==> config.mk <==
export PLATFORM = sky130hd
export DESIGN_NAME = dpm_top
export DESIGN_NICKNAME = d
export VERILOG_FILES = /design/src/logic/dpm_pkg.sv /design/src/logic/dpm_tbl_if.sv /design/src/logic/dpm_top.sv /design/src/logic/dpm_store.sv
export SDC_FILE = /design/constraint.sdc
export NUM_CORES = 1
export LEC_CHECK = 0
export ABC_AREA = 1
export BUFFER_PORTS_ARGS = -buffer_cell sky130_fd_sc_hd__buf_2
export CORE_MARGIN = 3
export CORE_UTILIZATION = 60
export CTS_CLUSTER_SIZE = 40
export DETAILED_ROUTE_END_ITERATION = 10
export PLACE_DENSITY_LB_ADDON = 0.08
export SETUP_SLACK_MARGIN = 0.05
export SLEW_MARGIN = 20
export SYNTH_ARGS = -nofsm -noshare
export SYNTH_HDL_FRONTEND = slang
export SYNTH_SLANG_ARGS = --single-unit
==> constraint.sdc <==
create_clock -name CLK -period 2.79 [get_ports CLK]
set_clock_uncertainty 0.15 [all_clocks]
set_input_delay 0.279 -clock CLK [delete_from_list [all_inputs] [get_ports CLK]]
set_output_delay 0.279 -clock CLK [all_outputs]
set_load 0.02 [all_outputs]
==> src/logic/dpm_pkg.sv <==
// Purpose: constants shared by the differentiated-services priority map
// Assumes: byte-wide register port, 100 MHz core clock
// Notes:   table bytes sit at consecutive byte addresses, four codes per byte
package dpm_pkg;
	// register byte addresses, one per group of four codes
	localparam logic [7:0] DSCP_MAP_CODES_00_03 = 8'h90;
	localparam logic [7:0] DSCP_MAP_CODES_04_07 = 8'h91;
	localparam logic [7:0] DSCP_MAP_CODES_08_0B = 8'h92;
	localparam logic [7:0] DSCP_MAP_CODES_0C_0F = 8'h93;
	localparam logic [7:0] DSCP_MAP_CODES_10_13 = 8'h94;
	localparam logic [7:0] DSCP_MAP_CODES_14_17 = 8'h95;
	localparam logic [7:0] DSCP_MAP_CODES_18_1B = 8'h96;
	localparam logic [7:0] DSCP_MAP_CODES_1C_1F = 8'h97;
	localparam logic [7:0] DSCP_MAP_CODES_20_23 = 8'h98;
	localparam logic [7:0] DSCP_MAP_CODES_24_27 = 8'h99;
	localparam logic [7:0] DSCP_MAP_CODES_28_2B = 8'h9A;
	localparam logic [7:0] DSCP_MAP_CODES_2C_2F = 8'h9B;
	localparam logic [7:0] DSCP_MAP_CODES_30_33 = 8'h9C;
	// table geometry
	localparam int         DPM_NUM_REGS    = 13;
	localparam int         DPM_IDX_W       = 4;
	localparam int         DPM_CODE_W      = 6;
	localparam int         DPM_PRI_W       = 2;
	localparam int         DPM_CODE_LSB    = 2;
	localparam logic [5:0] DPM_LAST_CODE   = 6'h33;
	// reset values
	localparam logic [7:0] DPM_REG_RESET   = 8'h00;
	localparam logic [1:0] DPM_PRI_LOWEST  = 2'h0;
endpackage

==> src/logic/dpm_tbl_if.sv <==
// Purpose: carries table access between the map front end and its storage
// Assumes: single core clock, owner drives all strobes
// Notes:   lookup and register read share no port, so neither stalls
`timescale 1ns/1ps
interface dpm_tbl_if;
	import dpm_pkg::*;
	logic                  wr_en;    // write one table byte
	logic [DPM_IDX_W-1:0]  wr_idx;   // byte index of write
	logic [7:0]            wr_data;  // byte to store
	logic                  rd_en;    // read one table byte
	logic                  rd_hit;   // read address lies in the table
	logic [DPM_IDX_W-1:0]  rd_idx;   // byte index of read
	logic [7:0]            rd_data;  // registered read byte
	logic [DPM_CODE_W-1:0] lk_code;  // code of the frame under lookup
	logic [DPM_PRI_W-1:0]  lk_pri;   // registered priority field
	modport front (output wr_en, wr_idx, wr_data, rd_en, rd_hit, rd_idx, lk_code,
		input rd_data, lk_pri);
	modport store (input wr_en, wr_idx, wr_data, rd_en, rd_hit, rd_idx, lk_code,
		output rd_data, lk_pri);
endinterface

==> src/logic/dpm_top.sv <==
// Purpose: maps the differentiated-services code of IP frames to a priority
// Assumes: frame and register strobes come from logic on the core clock
// Notes:   lookup and register read each answer two edges after request
`timescale 1ns/1ps
// Function
// - index is traffic byte bits 7 to 2
// - codes 0x00 to 0x33 decoded to own entry, codes above give zero
// - selected field becomes frame priority
// - byte 0x90 holds codes 0x00 to 0x03
// - byte 0x91 holds codes 0x04 to 0x07
// - next bytes ascend, 0x9C holds 0x30-0x33
// - fields read/write, reset to zero
// - IPv4 and IPv6 share one table
module dpm_top
	import dpm_pkg::*;
(
	// clock, reset, enable
	input  wire logic       CLK,
	input  wire logic       RESET,
	input  wire logic       CE,
	// register port
	input  wire logic       REG_WR,
	input  wire logic       REG_RD,
	input  wire logic [7:0] REG_ADDR,
	input  wire logic [7:0] REG_WDATA,
	output logic      [7:0] REG_RDATA,
	output logic            REG_RVALID,
	// frame classifier side
	input  wire logic       FRM_VALID,
	input  wire logic       FRM_IPV4,
	input  wire logic       FRM_IPV6,
	input  wire logic [7:0] FRM_TOS,
	// queue side
	output logic            PRI_VALID,
	output logic            PRI_HIT,
	output logic      [1:0] PRI_VALUE
);
	dpm_tbl_if tbl_if ();                  // path to the table storage

	logic                  map_hit;        // address inside the table
	logic [7:0]            addr_off;       // address less table base
	logic                  frm_ip;         // frame carries an IP header
	logic                  s1_valid_q;     // lookup stage valid
	logic                  s1_ip_q;        // lookup stage frame is IP
	logic [DPM_CODE_W-1:0] s1_code_q;      // lookup stage code
	logic                  s1_rd_q;        // read stage valid
	logic [7:0]            rdata_q;        // read data to software
	logic                  rvalid_q;       // read data marker
	logic                  pri_valid_q;    // priority marker
	logic                  pri_hit_q;      // priority came from table
	logic [1:0]            pri_value_q;    // priority to queues

	// one byte per four codes from the base upward
	assign addr_off = REG_ADDR - DSCP_MAP_CODES_00_03;
	assign map_hit  = REG_ADDR >= DSCP_MAP_CODES_00_03 && REG_ADDR <= DSCP_MAP_CODES_30_33;
	// either IP version takes the same path
	assign frm_ip   = FRM_IPV4 | FRM_IPV6;

	// writes outside the table are dropped silently
	assign tbl_if.wr_en   = REG_WR & map_hit;
	assign tbl_if.wr_idx  = addr_off[DPM_IDX_W-1:0];
	assign tbl_if.wr_data = REG_WDATA;
	// unmapped reads still answer, with zero
	assign tbl_if.rd_en   = REG_RD;
	assign tbl_if.rd_hit  = map_hit;
	assign tbl_if.rd_idx  = addr_off[DPM_IDX_W-1:0];
	// code is the upper six bits of the traffic byte
	assign tbl_if.lk_code = FRM_TOS[7:DPM_CODE_LSB];

	// table bytes kept in storage, cleared on reset
	dpm_store u_store (
		.clk (CLK),
		.rst (RESET),
		.ce  (CE),
		.tbl (tbl_if.store)
	);

	// pipeline timing, two enabled edges from request to answer:
	//   edge 1: storage registers the read byte and the lookup field,
	//           stage one registers the frame flags and the read strobe
	//   edge 2: output stage takes the registered storage values
	// both paths share the same depth, so a frame and a read issued
	// together answer together, which keeps the queue side simple.
	// a write lands at its own edge, so a lookup issued on the next
	// cycle already sees the new field; the cost is that a write and
	// a read of the same byte at one edge return the old byte.
	// CE low holds every stage, so answers slip by the frozen cycles
	// and nothing is lost or repeated.
	// the output stage is kept apart from storage so that every
	// top-level output leaves from a flop of this module.

	// first stage runs beside the storage read
	always_ff @(posedge CLK) begin
		if (RESET) begin
			s1_valid_q <= 1'b0;
			s1_ip_q    <= 1'b0;
			s1_code_q  <= '0;
			s1_rd_q    <= 1'b0;
		end else if (CE) begin
			s1_valid_q <= FRM_VALID;
			s1_ip_q    <= frm_ip;
			s1_code_q  <= tbl_if.lk_code;
			s1_rd_q    <= REG_RD;
		end
	end

	// output stage; all outputs leave from these flops
	always_ff @(posedge CLK) begin
		if (RESET) begin
			pri_valid_q <= 1'b0;
			pri_hit_q   <= 1'b0;
			pri_value_q <= DPM_PRI_LOWEST;
			rvalid_q    <= 1'b0;
			rdata_q     <= DPM_REG_RESET;
		end else if (CE) begin
			pri_valid_q <= s1_valid_q;
			// non-IP frames leave priority to others
			pri_hit_q   <= s1_valid_q & s1_ip_q;
			pri_value_q <= (s1_valid_q && s1_ip_q) ? tbl_if.lk_pri : DPM_PRI_LOWEST;
			rvalid_q    <= s1_rd_q;
			// held until the next read, so software may sample late
			if (s1_rd_q)
				rdata_q <= tbl_if.rd_data;
		end
	end

	assign PRI_VALID  = pri_valid_q;
	assign PRI_HIT    = pri_hit_q;
	assign PRI_VALUE  = pri_value_q;
	assign REG_RVALID = rvalid_q;
	assign REG_RDATA  = rdata_q;
endmodule // dpm_top

==> src/logic/dpm_store.sv <==
// Purpose: byte storage of the priority table with two registered read ports
// Assumes: indices checked by the front end for reads, here for lookups
// Notes:   codes beyond the last stored byte return the lowest priority
`timescale 1ns/1ps
module dpm_store
	import dpm_pkg::*;
(
	// clock and control
	input  wire logic clk,
	input  wire logic rst,
	input  wire logic ce,
	// table access
	dpm_tbl_if.store  tbl
);
	logic [7:0]           ent_q [DPM_NUM_REGS]; // one byte per four codes
	logic [7:0]           rd_q;                 // register read byte
	logic [DPM_PRI_W-1:0] pri_q;                // lookup result
	logic                 lk_in_tbl;            // code has a stored field
	logic [7:0]           lk_byte;              // byte owning the code
	logic [DPM_PRI_W-1:0] lk_field;             // selected bit pair

	// one write decoder per byte; every field clears to lowest priority
	genvar g;
	for (g = 0; g < DPM_NUM_REGS; g++) begin : g_ent
		always_ff @(posedge clk) begin
			if (rst)
				ent_q[g] <= DPM_REG_RESET;
			else if (ce && tbl.wr_en && tbl.wr_idx == DPM_IDX_W'(g))
				ent_q[g] <= tbl.wr_data;
		end
	end

	// each code up to 0x33 owns its own bit pair
	assign lk_in_tbl = tbl.lk_code <= DPM_LAST_CODE;
	assign lk_byte   = lk_in_tbl ? ent_q[tbl.lk_code[5:2]] : DPM_REG_RESET;
	// lowest code of a byte in bits 1:0
	assign lk_field  = lk_byte[{tbl.lk_code[1:0], 1'b0} +: DPM_PRI_W];

	// both read ports registered so output timing is fixed
	always_ff @(posedge clk) begin
		if (rst) begin
			rd_q  <= DPM_REG_RESET;
			pri_q <= DPM_PRI_LOWEST;
		end else if (ce) begin
			if (tbl.rd_en)
				rd_q <= tbl.rd_hit ? ent_q[tbl.rd_idx] : DPM_REG_RESET;
			pri_q <= lk_field;
		end
	end

	assign tbl.rd_data = rd_q;
	assign tbl.lk_pri  = pri_q;
endmodule // dpm_store

# Word level (Yosys, flattened, before mapping)
# Memory sizes are Yosys's and may differ from the RTL's.
# Cells that the tools add are included.
classes:
  shifts: 1
  order_cmp: 3
  reduce_logical: 19
  bitwise: 16
  mux: 57
  n_addsub: 1
  eq_ne: 12
ops:
  columns: ["operator", "n"]
  rows:
  - ["2-to-1 mux 8 bit", 15]
  - ["2-to-1 mux 1 bit", 41]
  - ["equality test 4 bit (second input constant)", 5]
  - ["equality test 4 x 3 -> 1 bit (second input constant)", 4]
  - ["logical AND 1 bit", 16]
  - ["OR 1 bit", 14]
  - ["equality test 4 x 2 -> 1 bit (second input constant)", 2]
  - [">= comparator 8 bit (second input constant)", 1]
  - ["<= comparator 8 bit (second input constant)", 1]
  - ["indexed part select 8 x 4 -> 2 bit", 1]
  - ["<= comparator 6 bit (second input constant)", 1]
  - ["equality test 4 x 1 -> 1 bit (second input constant)", 1]
  - ["logical NOT 4 bit", 1]
  - ["AND reduction 2 bit", 2]
  - ["subtractor 4 x 1 -> 4 bit (second input constant)", 1]
  - ["AND 1 bit", 2]
  - ["2-to-1 mux 2 bit", 1]
word_totals:
  mem_count: 1
  inputBits: 32
  out_inout_bits: 13
  word_cells: 120
  mem_bits_rw: 104
  register_bits: 26
mem_list:
  columns: ["memory", "words", "word_bits", "read_ports", "rd_ports_with_merged_regs", "write_ports", "line_no", "rtl"]
  rows:
  - ["u_store.ent_q", 13, 8, 2, 0, 13, "dpm_store.sv:15", "logic [7:0] ent_q [DPM_NUM_REGS];"]

# Logic depth before layout (Yosys ltp)
logic_depth:
  word_depth: 9
  ltp_mapped: 12
  mapped_depth_nobuf: 11

# Cells and area by module
# From an unflattened synthesis, not the netlist that was laid out.
hier_totals:
  cells_unflattened: 840
  area_unflattened_um2: 6952.9
modules_own_cells:
  columns: ["mod", "seq_area_each_um2", "cells_per_inst", "instances", "area_per_inst_um2"]
  rows:
  - ["dpm_store", 3323.2, 756, 1, 6322.3]
  - ["dpm_top", 320.3, 84, 1, 630.6]

# Worst setup path after synthesis
# OpenSTA, ideal clock, no wires.
synth_path:
  path_type: "in2reg"
  from: "input port REG_ADDR[1]"
  to: "memory u_store.ent_q[10][0], enable pin"
  path_stages: 7
  slack_ns: 0.629
  required_time_ns: 2.256
  path_buffers: 0
  t_arrival_ns: 1.627
  setup_ns: 0.384
  cell_sequence: "nor2_4 inv_2 nand2_1 nand4_4 nor2_4 nand3_1 o21ai_0"
synth_rtl:
  columns: ["element", "line_no", "rtl"]
  rows:
  - ["start: declaration", "dpm_top.sv:24", "input wire logic [7:0] REG_ADDR,"]
  - ["end: declaration", "dpm_store.sv:15", null]

==> metrics.md <==
| Metric | Value |
|---|---|
| Status | `finished clean` |
| Largest cells by area after synthesis | `edfxtp_1 48%, nand2_1 9.5%, nor2_1 8.2%` |
| IO buf count | `42` |
| Min-Delay Endpoint | `u_store.tbl.lk_pri[0]` |
| FP Rows | `37` |
| Drt pass-1 iters | `5` |
| Synth top area share | `47.8%` |
| Critical path peak fanout | `12` |
| Comb pwr share | `9.4%` |
| Setup Total Neg Slack | `0 ns` |
| Final Slew Violations | `0` |
| RSZ-0062 raised after global routing | `false` |
| CTS Buf Count | `17` |
| Worst EP arrival | `2.59 ns` |
| Die Ht | `110 microns` |
| Max-slew headroom at the worst pin | `47.1%` |
| Worst R2R End | `u_store.tbl.rd_data[6]` |
| Worst path required time | `3.06 ns` |
| DRC errors left | `0` |
| R2R Path Start | `u_store.ent_q[3][6]` |
| Max VDD drop | `0.000482 V` |
| Yosys warns | `0` |
| Die width | `110 microns` |
| Worst slew pin tran | `0.793 ns` |
| Worst Hold Launch | `FRM_TOS[3]` |
| R2R cell count | `7` |
| Reg2Reg Setup Slack | `0.90 ns` |
| Drt total wl | `19200 microns` |
| Clock latency on the worst-skew pair | `0.53 ns` |
| Routability cong. | `0.988` |
| Hold depth | `4` |
| Crit-path max cell delay | `0.59 ns` |
| Syn_nets | `794` |
| Layout area overhead | `15.8%` |
| Share of cells above drive strength 1 | `13.6%` |
| Most frequent cells in the layout | `166 x nand2_1, 142 x nor2_1, 104 x edfxtp_1` |
| Cell taking the most area after synthesis | `edfxtp_1` |
| Worst Setup Start Kind | `input pin` |
| Mean Syn Cell Area | `8.57 sq um` |
| Post-DP HPWL | `13100 microns` |
| Sequential element share of the synthesized area | `55.8%` |
| Antenna Cells | `0` |
| CTS-repair resized insts | `0` |
| Max Cap Viol | `0` |
| Clk Tree Root Cell | `clkbuf_8` |
| Final Core Density | `72.3%` |
| Most used cell, CP | `dlygate4sd3_1` |
| Pin count of the biggest net entering global routing | `52` |
| Via/cell ratio | `6.12` |
| Post-CTS Setup Inserts | `0` |
| Post-layout min period | `2.31 ns` |
| Reg clk slew, reported paths | `0.06 ns` |
| Drt wl/cell | `20.1 microns` |
| Die Area | `12200 sq um` |
| FF+latch count, synth | `130` |
| Pint | `3770 uW` |
| H-tree levels | `4` |
| Initial antenna violation count | `0` |
| CP Capture Type | `flop` |
| Most common cell after layout, fill and taps aside | `nand2_1` |
| Clock share of power | `45.8%` |
| First-pass GRT wire length | `29200 microns` |
| CP Cell Sequence | `dlygate4sd3_1 > buf_2 > inv_1 > nor3_1 > dlygate4sd3_1 > nor2_1 > dlygate4sd3_1` |
| Nets@finish | `837` |
| Via count | `5834` |
| Final Hold Fails | `0` |
| Mapped Cells | `762` |
| Power consumption | `4990 uW` |
| Leak pwr | `0.00307 uW` |
| Via count of the first global-routing pass | `5539` |
| Io pins | `45` |
| Clk buf depth | `2` |
| Final Cycle Share | `82.9%` |
| GRT Total Usage | `33.3%` |
| Core Footprint | `10500 sq um` |
| Cts hold-fix bufs | `10` |
| Worst setup path class | `in2reg` |
| F_max | `432 MHz` |
| Synth Cell Area | `6530 sq um` |
| CTS tree | `built` |
| # setup viols final | `0` |
| Net Sw Frac | `24.5%` |
| Dpl ws | `0.403 ns` |
| Net switching power | `1220 uW` |
| Setup slack after layout | `0.477 ns` |
| Grt ovf | `0` |
| Slowest cell on the critical path | `dlygate4sd3_1` |
| Hold Path Class | `in2reg` |
| Initial Utilization | `62.4%` |
| Final antenna-violating net count | `0` |
| Yosys cell types | `25` |
| Seq pwr share | `44.8%` |
| # clock sinks | `130` |
| Pwr Density | `660 nW/um^2` |
| First DRT Iteration DRCs | `777` |
sequential cells by signal (all words and copies together) (netlist names):
name and flops:
PRI_VALUE 2, PRI_HIT 1, s1_valid_q 1, REG_RVALID 1, PRI_VALID 1, REG_RDATA 8
s1_rd_q 1, u_store.ent_q 104, s1_ip_q 1, u_store.tbl.rd_data 8, u_store.tbl.lk_pri 2
critical path: cells and delay by family:
family,cells,cell delay (ns)
buf+inv,5,2.07
simple gates,2,0.25
cell type report:
class | instances | area [sq um]
timing repair buffer | 68 | 430
clock inverter | 13 | 184
tap | 136 | 170
fill | 782 | 2900
inverter | 50 | 188
multi-input combinational | 538 | 2530
clock buffer | 19 | 422
sequential | 130 | 3640
cells in the mapped netlist:
cell / instances
nand2_1: 166
nor2_1: 142
edfxtp_1: 104
nand3_1: 79
inv_1: 46
o21ai_0: 44
o22ai_1: 42
clkbuf_1: 35
dfxtp_1: 26
a21oi_1: 25
nand3_2: 13
nand4_1: 9
buf_2: 7
nor2_4: 5
a22oi_1: 4
inv_2: 3
a211oi_1: 2
buf_1: 2
o211ai_1: 2
a21boi_0: 1
clkinv_1: 1
nand2_4: 1
nand4_4: 1
nor2_8: 1
nor3_1: 1
power by group through the flow:
stage	Sequential (uW)	Combinational [uW]	Clock, uW
after floorplan	2260	281	0
after global routing	2240	508	2370
after global placement	2270	432	0
final	2240	470	2280
after detailed placement	2270	442	0
after CTS	2230	456	2280
routing by layer:
layer  vias up  wire, microns  part of all wire (%)  track usage (%)
li1       2699              -                     -                -
met3        78           2300                    12             9.26
met2       386           8440                    44             50.4
met1      2671           7460                    39             43.3
met4         0            983                   5.1             18.7
met5         -              0                     0                0
stage by stage:
stage | std cells | instance area [sq um] | hold WS (ns)
2_1_floorplan | 762 | 6530 | 0.254
3_3_place_gp | 912 | 6860 | 0.297
3_5_place_dp | 912 | 6860 | 0.300
4_1_cts | 954 | 7560 | 0.0215
5_1_grt | 954 | 7560 | 0.0830
6_report | 954 | 7560 | 0.0556
cells by family (layout without fill, tap and decap cells):
kind of cell / Yosys count / after routing / share of synthesized area (%)
AO/OA/AOI/OAI: 120 / 120 / 10.3
AND/OR/NAND/NOR: 418 / 418 / 28.3
flip-flops: 130 / 130 / 55.8
buffers and inverters: 94 / 150 / 5.54
worst max path at each step:
stage | from | to | slack [ns] | cells past startpoint
final | CE | s1_ip_q | 0.48 | 7
after detailed placement | REG_ADDR[2] | u_store.ent_q[1][1] | 0.40 | 10
after global routing | CE | s1_ip_q | 0.35 | 7
after global placement | REG_ADDR[2] | u_store.ent_q[1][0] | 0.44 | 10
after CTS | CE | s1_ip_q | 0.55 | 7
after floorplan | REG_ADDR[1] | u_store.ent_q[10][0] | 0.63 | 7
Note: power is estimated with default switching activity, not from simulation.
